**src/hw/dsb_pkg.sv**
```systemverilog
// Purpose : Shared constants for the delta-sigma bitstream output block
// Assumes : Analog input arrives as signed words in 10 uV steps
// Notes   : Levels are in the same 10 uV unit as the input words
package dsb_pkg;

   // ----------------------------------------------------------------------
   // Input scaling
   // ----------------------------------------------------------------------
   localparam int unsigned IN_W = 16;
   localparam int unsigned ACC_W = 32;

   // 250 mV linear full scale and 320 mV clip / feedback reference
   localparam logic signed [ACC_W-1:0] FULL_SCALE = 32'sh000061a8;
   localparam logic signed [ACC_W-1:0] CLIP_LEVEL = 32'sh00007d00;

   // ----------------------------------------------------------------------
   // Data buffer shape
   // ----------------------------------------------------------------------
   localparam int unsigned BUF_WIDTH = 1;
   localparam int unsigned BUF_DEPTH = 2;

   // ----------------------------------------------------------------------
   // Reset values
   // ----------------------------------------------------------------------
   localparam logic DATA_RST  = 1'b0;
   localparam logic MCLK_RST  = 1'b0;
   localparam logic BIT_RST   = 1'b0;

endpackage

```
**src/hw/dsb_buf_if.sv**
```systemverilog
// Purpose : Valid/ready carrier between the modulator and its bit buffer
// Assumes : Both sides run on the same clock
// Notes   : Words move when valid and ready are high together
`timescale 1ns/1ns
interface dsb_buf_if #(
   parameter int unsigned WIDTH = dsb_pkg::BUF_WIDTH
);
   logic             in_valid;
   logic             in_ready;
   logic [WIDTH-1:0] in_data;
   logic             out_valid;
   logic             out_ready;
   logic [WIDTH-1:0] out_data;

   modport buffer (
      input  in_valid, in_data, out_ready,
      output in_ready, out_valid, out_data
   );
   modport user (
      output in_valid, in_data, out_ready,
      input  in_ready, out_valid, out_data
   );
endinterface

```
**src/hw/dsb_buf.sv**
```systemverilog
// Purpose : Small FIFO holding modulator bits until the output edge
// Assumes : Asynchronous active-low reset, release synchronised in the top module
// Notes   : Full and empty are exact; a push into a full buffer is refused
`timescale 1ns/1ns
module dsb_buf #(
   parameter int unsigned WIDTH = dsb_pkg::BUF_WIDTH,
   parameter int unsigned DEPTH = dsb_pkg::BUF_DEPTH
) (
   input wire logic   clk,    // System clock
   input wire logic   rst_n,  // Synchronised reset, active low
   dsb_buf_if.buffer  bi      // Fill and drain handshakes
);
   localparam int unsigned PW = (DEPTH > 1) ? $clog2(DEPTH) : 1;
   localparam int unsigned CW = $clog2(DEPTH + 1);

   typedef struct packed {
      logic [DEPTH-1:0][WIDTH-1:0] mem;
      logic [PW-1:0]               wr;
      logic [PW-1:0]               rd;
      logic [CW-1:0]               count;
   } dsb_buf_state_t;

   dsb_buf_state_t s;
   dsb_buf_state_t next_s;
   logic           push;
   logic           pop;

   assign bi.in_ready  = (s.count != CW'(DEPTH));
   assign bi.out_valid = (s.count != '0);
   assign bi.out_data  = s.mem[s.rd];
   assign push         = bi.in_valid & bi.in_ready;
   assign pop          = bi.out_valid & bi.out_ready;

   always_comb begin
      next_s = s;
      if (push) begin
         next_s.mem[s.wr] = bi.in_data;
         next_s.wr = (s.wr == PW'(DEPTH - 1)) ? '0 : s.wr + PW'(1);
      end
      if (pop) begin
         next_s.rd = (s.rd == PW'(DEPTH - 1)) ? '0 : s.rd + PW'(1);
      end
      next_s.count = s.count + CW'(push) - CW'(pop);
   end

   always_ff @(posedge clk or negedge rst_n) begin
      if (!rst_n) begin
         s <= '0;
      end else begin
         s <= next_s;
      end
   end
endmodule // dsb_buf

```
**src/hw/dsb_modulator.sv**
```systemverilog
// Purpose : Digital side of a second-order delta-sigma modulator; emits
//           one bit per cycle of the host supplied modulator clock
// Assumes : MOD_CLK_IN is synchronous to REF_CLK and much slower than it
// Notes   : Analog inputs are signed words in 10 uV steps
//
// Functional notes
// - One new output bit is produced per modulator clock cycle.
// - The serial output changes only on the falling modulator clock edge.
// - A zero differential input gives ideally half ones.
// - Positive full scale of 250 mV gives 89.06 percent ones.
// - Negative full scale gives 10.94 percent ones.
// - At or beyond +/-320 mV the output clips to all ones or all zeros.
// - Between 250 and 320 mV the density is non-linear.
// - The average of the output tracks the differential input.
// - Feedback follows the comparator decision on the next clock pulse.
// - One input sample and discharge happens per modulator clock period.
// - There are no modes or configuration inputs, only modulation.
`timescale 1ns/1ns
module dsb_modulator (
   input  wire logic                           REF_CLK,    // 125 MHz clock
   input  wire logic                           RESETN,     // Async reset
   input  wire logic                           MOD_CLK_IN, // Host bit clock
   input  wire logic signed [dsb_pkg::IN_W-1:0] POS_IN,    // Positive input
   input  wire logic signed [dsb_pkg::IN_W-1:0] NEG_IN,    // Negative input
   output      logic                           DATA_OUT    // Serial stream
);
   localparam int unsigned AW = dsb_pkg::ACC_W;

   // ----------------------------------------------------------------------
   // Reset release
   // ----------------------------------------------------------------------
   logic rst_meta;
   logic rst_n;

   always_ff @(posedge REF_CLK or negedge RESETN) begin
      if (!RESETN) begin
         rst_meta <= 1'b0;
         rst_n    <= 1'b0;
      end else begin
         rst_meta <= 1'b1;
         rst_n    <= rst_meta;
      end
   end

   // ----------------------------------------------------------------------
   // State
   // ----------------------------------------------------------------------
   typedef struct packed {
      logic                 mclk_q;  // Last modulator clock level
      logic                 bit_q;   // Comparator decision driving the DAC
      logic signed [AW-1:0] int1;    // First integrator
      logic signed [AW-1:0] int2;    // Second integrator
      logic                 data;    // Pin register
   } dsb_state_t;

   dsb_state_t           s;
   dsb_state_t           next_s;
   logic                 rise;
   logic                 fall;
   logic signed [AW-1:0] diff;
   logic signed [AW-1:0] dac;
   logic signed [AW-1:0] step1;
   logic signed [AW-1:0] step2;
   logic                 clip_hi;
   logic                 clip_lo;
   logic                 decision;
   logic                 step;

   dsb_buf_if #(.WIDTH(dsb_pkg::BUF_WIDTH)) bi ();

   dsb_buf #(
      .WIDTH (dsb_pkg::BUF_WIDTH),
      .DEPTH (dsb_pkg::BUF_DEPTH)
   ) u_buf (
      .clk   (REF_CLK),
      .rst_n (rst_n),
      .bi    (bi)
   );

   // ----------------------------------------------------------------------
   // Edge detection and loop arithmetic
   // ----------------------------------------------------------------------
   // The clock is the host's own (pin sampled synchronously), not a local
   // divider, so bit timing follows the host exactly.
   assign rise = MOD_CLK_IN & ~s.mclk_q;
   assign fall = ~MOD_CLK_IN & s.mclk_q;

   assign diff    = AW'(POS_IN) - AW'(NEG_IN);
   assign clip_hi = (diff >= dsb_pkg::CLIP_LEVEL);
   assign clip_lo = (diff <= -dsb_pkg::CLIP_LEVEL);

   // DAC level comes from the previous decision, one pulse late
   assign dac = s.bit_q ? dsb_pkg::CLIP_LEVEL
                        : -dsb_pkg::CLIP_LEVEL;

   // Half gains keep the second-order loop stable out to full scale; with a
   // 320 mV DAC the density is 0.5 + diff / 640 mV.
   assign step1 = s.int1 + ((diff - dac) >>> 1);
   assign step2 = s.int2 + ((step1 - dac) >>> 1);

   always_comb begin
      if (clip_hi) begin
         decision = 1'b1;
      end else if (clip_lo) begin
         decision = 1'b0;
      end else begin
         decision = (s.int2 >= 0);
      end
   end

   // A full buffer stalls the loop instead of dropping a bit
   assign step        = rise & bi.in_ready;
   assign bi.in_valid = rise;
   assign bi.in_data  = decision;
   assign bi.out_ready = fall;

   always_comb begin
      next_s        = s;
      next_s.mclk_q = MOD_CLK_IN;
      if (step) begin
         next_s.bit_q = decision;
         if (!(clip_hi || clip_lo)) begin
            next_s.int1 = step1;
            next_s.int2 = step2;
         end
      end
      if (fall && bi.out_valid) begin
         next_s.data = bi.out_data;
      end
   end

   always_ff @(posedge REF_CLK or negedge rst_n) begin
      if (!rst_n) begin
         s.mclk_q <= dsb_pkg::MCLK_RST;
         s.bit_q  <= dsb_pkg::BIT_RST;
         s.int1   <= '0;
         s.int2   <= '0;
         s.data   <= dsb_pkg::DATA_RST;
      end else begin
         s <= next_s;
      end
   end

   assign DATA_OUT = s.data;
endmodule // dsb_modulator

```
**config.mk**
```make
export PLATFORM = sky130hd
export DESIGN_NAME = dsb_modulator
export DESIGN_NICKNAME = d
export VERILOG_FILES = /design/src/hw/dsb_pkg.sv /design/src/hw/dsb_buf_if.sv /design/src/hw/dsb_buf.sv /design/src/hw/dsb_modulator.sv
export SDC_FILE = /design/constraint.sdc
export NUM_CORES = 1
export LEC_CHECK = 0
export BUFFER_PORTS_ARGS = -buffer_cell sky130_fd_sc_hd__buf_2
export CORE_UTILIZATION = 58
export DETAILED_ROUTE_END_ITERATION = 10
export PLACE_DENSITY = 0.8
export RECOVER_POWER = 100
export SLEW_MARGIN = 0
export SYNTH_ARGS = -nofsm -noshare
export SYNTH_HDL_FRONTEND = slang
export SYNTH_SLANG_ARGS = --single-unit
```
**constraint.sdc**
```tcl
create_clock -name REF_CLK -period 2.4 [get_ports REF_CLK]
set_clock_uncertainty 0.05 [all_clocks]
set_input_delay 0.24 -clock REF_CLK [delete_from_list [all_inputs] [get_ports REF_CLK]]
set_output_delay 0.24 -clock REF_CLK [all_outputs]
set_load 0.02 [all_outputs]
```
==> run summary, run 1 <==
Max clock buf depth - 2
port buffer count - 35
mapped cell area - 0.00861 sq mm
Top FF cell, synth - dfrtp_1
Placer Congestion - 0.882
Post-synth EDFFs - 0
root buffer cell - clkbuf_16
Post-DP Area - 0.0120 sq mm
via count of the first global-routing pass - 14,104
Congestion Overflow GR - 144
Error - [ERROR GRT-0116] Global routing finished with congestion. Check the congestion regions in the DRC Viewer.
sequential fraction of the synthesis area - 0.218
status - did not finish
DP Wirelength - 21.2 mm
# clock sinks - 75
number of distinct library cells after synthesis - 68
syn_nets - 1,194
die width - 124 um
Seq cells post-synth - 75
Post-synth ARST share - 1.00
Syn Inst Count - 1,031
Clock H-tree levels - 3
Halt Stage - global routing
overall routing resource usage - 0.761
largest net degree at the start of global routing - 40
die height - 124 um
io pins - 36
mean area per synthesized cell - 8.35 sq um
row count - 44
Num CTS Buffers - 9
Initial Util - 0.592
first-pass GRT wire length - 86.4 mm
yosys warns - 0
## kinds of logic after synthesis
| group | after synthesis | synth area share |
|---|---|---|
| xor gates and xnor gates | 91 | 0.0926 |
| adders and majority gates | 128 | 0.191 |
| other | 1 | 0.000436 |
| buffers and inverters | 83 | 0.0400 |
| AOI/OAI and AO/OA | 334 | 0.248 |
| DFF | 75 | 0.218 |
| muxes | 37 | 0.0480 |
| and+or+nand+nor | 282 | 0.162 |
## per-stage QoR
stage	hold WS (ns)	cells	TNS [ns]	util	worst slack [ns]
detailed placement	-0.0225	1584	-211.66	0.826	-6.76
floorplan	-0.106	1031	-165.96	-	-6.09
CTS	0.135	1641	-180.78	0.934	-5.93
global placement	-0.0236	1584	-196.65	0.826	-6.33
## timing repair
action / 4_1_cts
buffers inserted: 47
hold endpoints to repair: 3
resized for setup: 211
hold buffers: 2
endpoints found under the setup margin: 67
pin swaps: 115
## layer usage
metal / track usage / GRT overflow
met3: 0.581 / 3
met4: 0.851 / 44
met5: 0.0938 / 0
met2: 0.971 / 96
met1: 0.720 / 1
## Yosys cell counts (all sizes together) (18+ instances only)
library cell,count,share of area
dfrtp,75,0.22
nand2,86,0.037
o21ai,97,0.058
xor2,31,0.032
a21oi,87,0.051
nand2b,23,0.017
mux2,34,0.044
nor2b,18,0.013
nor2,59,0.026
inv,67,0.029
a21o,40,0.035
xnor2,60,0.061
nor3,20,0.012
ha,122,0.18
==> run 2: changes to the inputs <==
--- a/config.mk
+++ b/config.mk
@@ -6,9 +6,9 @@
 export NUM_CORES = 1
 export LEC_CHECK = 0
 export BUFFER_PORTS_ARGS = -buffer_cell sky130_fd_sc_hd__buf_2
-export CORE_UTILIZATION = 58
+export CORE_UTILIZATION = 40
 export DETAILED_ROUTE_END_ITERATION = 10
-export PLACE_DENSITY = 0.8
+export PLACE_DENSITY_LB_ADDON = 0.15
 export RECOVER_POWER = 100
 export SLEW_MARGIN = 0
 export SYNTH_ARGS = -nofsm -noshare
==> constraint.sdc (replaced) <==
create_clock -name REF_CLK -period 3.12 [get_ports REF_CLK]
set_clock_uncertainty 0.05 [all_clocks]
set_input_delay 0.312 -clock REF_CLK [delete_from_list [all_inputs] [get_ports REF_CLK]]
set_output_delay 0.312 -clock REF_CLK [all_outputs]
set_load 0.02 [all_outputs]
==> run summary, run 2 <==
fillers - 1,466
Post-synth ARST share - 1.00 (unchanged)
Final ANT Viol Nets - 0
max_slew headroom - -0.199
Post-synth top cells - ha_1, o21ai_0, a21oi_1, nand2_1, dfrtp_1
layout net count - 1,682
met2 wire len - 16.5 mm
Min Clock Period, post-route - 8.58 ns
Detailed Route WL - 30.1 mm
mean area per synthesized cell - 8.35 sq um (unchanged)
number of distinct library cells after synthesis - 68 (unchanged)
yosys warns - 0 (unchanged)
clock-pin slew on the worst setup and hold paths - 0.07 ns
worst r2r path cells - 43
Final Worst Setup Slack - -5.46 ns
sequential fraction of the synthesis area - 0.218 (unchanged)
Max Used Layer - met4
overall routing resource usage - 0.248
Num CTS Buffers - 9 (unchanged)
Synth-to-Final Area Change - 76.7%
die width - 149 um (+20%)
max cap viols - 1
highest-count cells in the layout ignoring fill and taps - buf_4, ha_1, buf_6, dfrtp_1, nand2_1
final hold vios - 0
non-filler cells, final - 1,799
diodes inserted - 0
die height - 149 um (+20%)
final setup vio count - 67
Top FF cell, synth - dfrtp_1
# clock sinks - 75 (unchanged)
Vias/cell - 5.43
CTS tree - done
slowest CP cell - or4_4
met1 wire length - 11.8 mm
row count - 53 (+20%)
Die ar. - 0.0221 sq mm
Worst Setup SP - POS_IN[0]
worst hold margin - 0.0309 ns
final core utilization - 0.721
Hold Startpoint - MOD_CLK_IN
TritonRoute pass-1 iters - 5
DP Wirelength - 18.5 mm (-12%)
Via Count - 9,760
commonest non-fill, non-tap cell in the layout - buf_4
Setup crit end kind - flop
Core Region - 0.0211 sq mm
Initial Util - 0.408 (-0.184)
drt drc - 0
largest stage delay on the critical path - 0.52 ns
Max clock buf depth - 2 (unchanged)
first-pass GRT wire length - 44.3 mm
share of cells above drive strength 1 - 0.531
WS Path Type - in -> reg
Syn Inst Count - 1,031 (unchanged)
via count of the first global-routing pass - 9,501
Crit path arrival time - 8.76 ns
most frequent cell after synthesis - ha_1
status - finished with violations
synth top area cells - dfrtp_1, ha_1, xnor2_1
fmax - 0.117 GHz
FF+latch area - 0.00188 sq mm
FF-to-FF Start - s[65]
initial antenna violation count - 0
syn_nets - 1,194 (unchanged)
largest registers - s x66, u_buf.s x6
Placer Congestion - 0.940 (+6.6%)
Min-Delay Path Class - in -> reg
largest fanout on the critical path - 5
Most flops, register - s
largest net degree at the start of global routing - 74
port buffer count - 35 (unchanged)
Tcrit/Tclk final - 2.75
met3 routed WL - 802 um
unrepaired setup endpoints after global routing - yes
Startpoint Class - input port
Max Transition Viols Final - 74
wire per inst - 16.8 um
Worst EP required - 3.30 ns
top cell type's share of synthesized area - 0.218 (unchanged)
io pins - 36 (unchanged)
mapped cell area - 0.00861 sq mm (unchanged)
area occupied by multi-input gates - 0.00830 sq mm
Tightest Pin Transition - 1.80 ns
Clock H-tree levels - 3 (unchanged)
hold depth - 1
most area-hungry cell type in the Yosys netlist - dfrtp_1
Clk Latency, worst-skew pair - 0.36 ns
Congestion Overflow GR - 0
failing checks - capacitance limit, slew limit, setup timing
Post-synth EDFFs - 0 (unchanged)
1st-iter DRT viols - 437
number of instances in the placed design - 1,684 (+6.3%)
Largest register FFs - 66
root buffer cell - clkbuf_16
Seq cells post-synth - 75 (unchanged)
## run 2: layout make-up
cell class / instances / share of cell area
Multi-Input combinational cell: 873 / 0.545
Timing Repair Buffer: 493 / 0.270
Sequential cell: 75 / 0.123
Tap cell: 275 / 0.0226
Inverter: 67 / 0.0188
Clock buffer: 11 / 0.0160
Clock inverter: 5 / 0.00411
## run 2: cell families (layout without fill, tap and decap cells)
group / count (synthesis) / in the layout / share of synthesized area
AO/OA/AOI/OAI: 334 / 334 / 0.248
buffers and inverters: 83 / 576 / 0.0400
other: 1 / 1 / 0.000436
adder cells (fa/ha/maj): 128 / 128 / 0.191
AND/OR/NAND/NOR: 282 / 282 / 0.162
multiplexers: 37 / 37 / 0.0480
XOR/XNOR: 91 / 91 / 0.0926
flip-flops: 75 / 75 / 0.218
## run 2: worst max-delay path, delay by kind of cell
kind | cells | cell delay [ns]
AOI/OAI and AO/OA | 16 | 2.91
xor gates and xnor gates | 3 | 0.46
adders and majority gates | 7 | 2.02
buffers and inverters | 9 | 0.94
and+or+nand+nor | 16 | 2.13
## run 2: metal layers
layer / global-route usage / vias up
met3: 0.0316 / 82
met2: 0.467 / 208
met5: 0 / -
met4: 0.0814 / 0
li1: - / 4749
met1: 0.285 / 4721
## run 2: through the flow
step	setup WS (ns)	setup TNS [ns]	cell area [sq um]
2_1_floorplan	-5.45	-123.10	9070
3_3_place_gp	-5.77	-159.80	12200
3_5_place_dp	-5.97	-164.73	12200
4_1_cts	-5.14	-131.91	14200
5_1_grt	-5.90	-164.06	15200
6_report	-5.46	-150.91	15200
## run 2: worst paths after layout
path	slack [ns]	end
setup / recovery	-5.46	s[32]
setup reg to reg	-4.62	s[32]
hold reg to reg	0.30	rst_n
min in group asynchronous	0.22	rst_meta
max in group asynchronous	1.21	s[44]
hold / removal	0.03	s[66]
## run 2: what timing repair did
action	CTS	global route
pin swaps	142	104
gates cloned	4	0
resized for setup	258	142
endpoints found under the hold margin	2	0
hold buffers	1	0
buffers inserted	68	49
endpoints found under the setup margin	64	67
Power of run 2 is left out: the tool's default activity adds up to more than one toggle a clock period on the data nets, which glitch-free logic cannot reach.
==> run 3: changes to the inputs <==
--- a/config.mk
+++ b/config.mk
@@ -6,7 +6,9 @@
 export NUM_CORES = 1
 export LEC_CHECK = 0
 export BUFFER_PORTS_ARGS = -buffer_cell sky130_fd_sc_hd__buf_2
-export CORE_UTILIZATION = 40
+export CELL_PAD_IN_SITES_DETAIL_PLACEMENT = 0
+export CELL_PAD_IN_SITES_GLOBAL_PLACEMENT = 1
+export CORE_UTILIZATION = 49
 export DETAILED_ROUTE_END_ITERATION = 10
 export PLACE_DENSITY_LB_ADDON = 0.15
 export RECOVER_POWER = 100
==> run summary, run 3 (synthesized netlist as in run 2, its figures left out) <==
Tightest Pin Transition - 1.81 ns (+0.0109 ns)
max_slew headroom - -0.206 (-0.00727)
Clk Latency, worst-skew pair - 0.36 ns (about the same)
FF-to-FF Start - s[65]
initial antenna violation count - 1 (+1)
Initial Util - 0.500 (+0.0912)
Most flops, register - s
diodes inserted - 0 (unchanged)
Setup crit end kind - flop
CTS tree - done
die width - 135 um (-9.5%)
highest-count cells in the layout ignoring fill and taps - buf_4, buf_6, ha_1, dfrtp_1, nand2_1
Min Clock Period, post-route - 8.78 ns (+0.202 ns)
commonest non-fill, non-tap cell in the layout - buf_4
largest fanout on the critical path - 4 (-1)
Vias/cell - 6.18 (+14%)
Largest register FFs - 66 (unchanged)
io pins - 36 (unchanged)
Hold Startpoint - MOD_CLK_IN
fin area - 0.0151 sq mm (-0.47%)
clock-pin slew on the worst setup and hold paths - 0.07 ns (about the same)
Crit path arrival time - 8.97 ns (+0.21 ns)
final setup vio count - 64 (-4.5%)
hold depth - 1 (unchanged)
Via Count - 10,737 (+10%)
M3 GR Usage - 0.0428 (+0.0112)
Core Region - 0.0172 sq mm (-18%)
largest stage delay on the critical path - 0.46 ns (-0.06 ns)
WS Path Type - in -> reg
Max Transition Viols Final - 74 (unchanged)
Min-Delay Path Class - in -> reg
Worst EP required - 3.31 ns (about the same)
FF-to-FF End - s[32]
Synth-to-Final Area Change - 75.9%
Final ANT Viol Nets - 0 (unchanged)
worst hold path endpoint - s[66]
largest net degree at the start of global routing - 74 (unchanged)
port buffer count - 35 (unchanged)
Tcrit/Tclk final - 2.81 (+0.0648)
drt drc - 0 (unchanged)
die height - 135 um (-9.5%)
max cap viols - 1 (unchanged)
TritonRoute pass-1 iters - 5 (unchanged)
row count - 48 (-9.4%)
fmax - 0.114 GHz (-2.3%)
DP Wirelength - 18.8 mm (+1.6%)
Final Worst Setup Slack - -5.66 ns (-0.202 ns)
largest registers - s x66, u_buf.s x6
Startpoint Class - input port
non-filler cells, final - 1,736 (-3.5%)
via count of the first global-routing pass - 9,716 (+2.3%)
overall routing resource usage - 0.302 (+0.0543)
# clock sinks - 75 (unchanged)
Num CTS Buffers - 9 (unchanged)
worst hold margin - 0.0289 ns (-0.00207 ns)
Max clock buf depth - 2 (unchanged)
Die ar. - 0.0181 sq mm (-18%)
met2 GRT Util - 0.589 (+0.122)
status - finished with violations
unrepaired setup endpoints after global routing - yes
layout net count - 1,669 (-0.77%)
Placer Congestion - 0.885 (-5.8%)
final hold vios - 0 (unchanged)
layer with the highest usage - met2
worst r2r path cells - 44 (+2.3%)
flop-to-flop setup slack - -4.89 ns (-0.27 ns)
number of instances in the placed design - 1,628 (-3.3%)
root buffer cell - clkbuf_16
failing checks - capacitance limit, slew limit, setup timing
Congestion Overflow GR - 0 (unchanged)
Clock H-tree levels - 3 (unchanged)
Detailed Route WL - 38.3 mm (+27%)
Post-DP Area - 0.0121 sq mm (-0.88%)
1st-iter DRT viols - 877 (+100%)
share of cells above drive strength 1 - 0.537 (+0.00655)
wire per inst - 22.1 um (+32%)
M1 GR Usage - 0.319 (+0.0339)
first-pass GRT wire length - 44.0 mm (-0.66%)
Place WS - -6.05 ns (-0.0819 ns)
slowest CP cell - fa_1
## run 3: final cells by class
class | instances | area [sq um]
tap | 225 | 282
multi-input combinational | 873 | 8390
sequential | 75 | 1880
inverter | 67 | 287
clock inverter | 6 | 72.6
timing repair buffer | 480 | 4000
clock buffer | 10 | 239
fill | 758 | 2090
## run 3: per-stage QoR
step / utilization / TNS [ns]
6_report: 0.879 / -159.78
5_1_grt: 0.879 / -169.86
4_1_cts: 0.796 / -134.29
3_5_place_dp: 0.701 / -165.60
3_3_place_gp: 0.701 / -157.92
2_1_floorplan: - / -123.10
## run 3: worst max path at each step
stage                     startpoint     to  cells past startpoint
after floorplan            POS_IN[0]  s[32]                     47
after global placement     POS_IN[0]  s[32]                     50
after detailed placement   POS_IN[0]  s[32]                     50
after CTS                  POS_IN[0]  s[32]                     52
after global routing       POS_IN[0]  s[32]                     47
final                      POS_IN[0]  s[32]                     52
## run 3: critical path: cells and delay by family
kind	cells	cell delay, ns
buffers and inverters	9	1.00
and+or+nand+nor	17	2.06
AOI/OAI and AO/OA	16	2.84
adders and majority gates	7	2.02
xor gates and xnor gates	3	0.72
## run 3: what timing repair did
item / in CTS / in global routing
pin swaps: 103 / 147
setup endpoints to repair: 64 / 64
hold endpoints to repair: 2 / 0
resized for setup: 207 / 238
setup buffers: 62 / 57
hold buffers: 1 / 0
gates cloned: 0 / 4
## run 3: layer usage
| metal | wire length (um) | vias to the layer above |
|---|---|---|
| met4 | 3230 | 2 |
| met5 | 17 | - |
| met2 | 19100 | 576 |
| met3 | 2750 | 274 |
| met1 | 13200 | 5163 |
| li1 | - | 4722 |
Power of run 3 is left out for the same reason.
==> run 4: changes to the inputs <==
--- a/config.mk
+++ b/config.mk
@@ -8,9 +8,10 @@
 export BUFFER_PORTS_ARGS = -buffer_cell sky130_fd_sc_hd__buf_2
 export CELL_PAD_IN_SITES_DETAIL_PLACEMENT = 0
 export CELL_PAD_IN_SITES_GLOBAL_PLACEMENT = 1
+export CORE_MARGIN = 2
 export CORE_UTILIZATION = 49
 export DETAILED_ROUTE_END_ITERATION = 10
-export PLACE_DENSITY_LB_ADDON = 0.15
+export PLACE_DENSITY = 0.83
 export RECOVER_POWER = 100
 export SLEW_MARGIN = 0
 export SYNTH_ARGS = -nofsm -noshare
==> run summary, run 4 (synthesized netlist as in run 2, its figures left out) <==
Via Count - 11,617 (+8.2%)
final hold vios - 0 (unchanged)
Max Transition Viols Final - 74 (unchanged)
max cap viols - 1 (unchanged)
initial antenna violation count - 0 (-1)
Max clock buf depth - 2 (unchanged)
highest-count cells in the layout ignoring fill and taps - buf_4, ha_1, buf_6, dfrtp_1, nand2_1
DP Wirelength - 18.8 mm (about the same)
CP most frequent cell - a21o_1
Placer Congestion - 0.936 (+5.7%)
clock-pin slew on the worst setup and hold paths - 0.07 ns (about the same)
port buffer count - 35 (unchanged)
overall routing resource usage - 0.343 (+0.0405)
Vias/cell - 6.53 (+5.6%)
Core Region - 0.0172 sq mm (unchanged)
Final ANT Viol Nets - 0 (unchanged)
Worst Setup SP - POS_IN[0]
Post-DP Area - 0.0121 sq mm (about the same)
TritonRoute pass-1 iters - 6 (+1)
via count of the first global-routing pass - 10,713 (+10%)
die height - 137 um (+1.5%)
fin area - 0.0154 sq mm (+1.6%)
Initial Util - 0.500 (unchanged)
CTS tree - done
1st-iter DRT viols - 1,036 (+18%)
Worst EP required - 3.31 ns (about the same)
FF-to-FF Start - s[65]
Congestion Overflow GR - 0 (unchanged)
# clock sinks - 75 (unchanged)
share of cells above drive strength 1 - 0.548 (+0.0106)
Final Worst Setup Slack - -6.11 ns (-0.454 ns)
row count - 48 (unchanged)
largest stage delay on the critical path - 0.43 ns (-0.03 ns)
WS Path Type - in -> reg
largest registers - s x66, u_buf.s x6
commonest non-fill, non-tap cell in the layout - buf_4
Detailed Route WL - 44.1 mm (+15%)
Tightest Pin Transition - 1.89 ns (+0.0834 ns)
Clk Latency, worst-skew pair - 0.37 ns (about the same)
area occupied by multi-input gates - 0.00835 sq mm (-0.39%)
Hold Startpoint - MOD_CLK_IN
root buffer cell - clkbuf_16
fmax - 0.108 GHz (-4.9%)
number of instances in the placed design - 1,630 (+0.12%)
Buf/Inv on CP - 7 (-2)
largest net degree at the start of global routing - 74 (unchanged)
layout net count - 1,711 (+2.5%)
FF+latch area - 0.00188 sq mm (unchanged)
fillers - 663 (-13%)
failing checks - capacitance limit, slew limit, setup timing
Clock H-tree levels - 3 (unchanged)
status - finished with violations
Min Clock Period, post-route - 9.23 ns (+0.454 ns)
slowest CP cell - fa_1
Most flops, register - s
io pins - 36 (unchanged)
Num CTS Buffers - 9 (unchanged)
Largest register FFs - 66 (unchanged)
Tcrit/Tclk final - 2.96 (+0.145)
final setup vio count - 67 (+4.7%)
non-filler cells, final - 1,779 (+2.5%)
Die ar. - 0.0187 sq mm (+3.0%)
CP top delay family - compound AO/OA/AOI/OAI gates
Startpoint Class - input port
drt drc - 0 (unchanged)
first-pass GRT wire length - 50.5 mm (+15%)
wire per inst - 24.8 um (+12%)
unrepaired setup endpoints after global routing - yes
Setup crit end kind - flop
Crit path arrival time - 9.43 ns (+0.46 ns)
largest fanout on the critical path - 3 (-1)
Synth-to-Final Area Change - 78.7%
Min-Delay Path Class - in -> reg
max_slew headroom - -0.262 (-0.0556)
die width - 137 um (+1.5%)
-- run 4: worst paths after layout --
kind | depth (start not counted) | slack (ns) | endpoint
max | 53 | -6.11 | s[32]
min | 1 | 0.02 | s[66]
max reg2reg | 45 | -5.27 | s[32]
min reg2reg | 0 | 0.31 | rst_n
max in group asynchronous | 0 | 1.12 | s[51]
min in group asynchronous | 2 | 0.22 | rst_meta
-- run 4: per-stage QoR --
step / hold slack [ns] / setup WS [ns] / utilization / setup TNS, ns
after floorplan: -0.0336 / -5.45 / - / -123.10
after global placement: 0.0478 / -5.75 / 0.701 / -160.17
after detailed placement: 0.0488 / -5.98 / 0.701 / -167.03
after CTS: 0.0224 / -5.15 / 0.823 / -136.69
after global routing: 0.0219 / -6.45 / 0.892 / -189.63
final: 0.0231 / -6.11 / 0.892 / -180.60
-- run 4: area by class of cell --
type | instances | area share
Clock buffer | 10 | 0.0149
Tap cell | 225 | 0.0183
Antenna cell | 1 | 0.000163
Sequential cell | 75 | 0.122
Clock inverter | 6 | 0.00268
Timing Repair Buffer | 522 | 0.281
Inverter | 67 | 0.0183
Multi-Input combinational cell | 873 | 0.543
-- run 4: metal layers --
metal / part of all wire / GRT usage
met1: 0.33 / 0.358
met2: 0.48 / 0.644
met3: 0.089 / 0.0630
met4: 0.11 / 0.183
met5: 0 / 0
-- run 4: what timing repair did --
action / in CTS / in global routing
endpoints found under the hold margin: 2 / 0
hold buffers: 1 / 0
pin swaps: 170 / 130
setup buffers: 94 / 54
gates resized for setup: 253 / 174
cloned: 4 / 0
endpoints found under the setup margin: 67 / 67
-- run 4: worst register-to-register path: cells and delay by family, from the launching register on --
family          cells  cell delay, ns
compound gates     19            3.30
simple gates       14            1.85
fa+ha+maj           5            1.64
buf+inv             6            0.90
flops               1            0.41
xor+xnor            1            0.15
Power of run 4 is left out for the same reason.
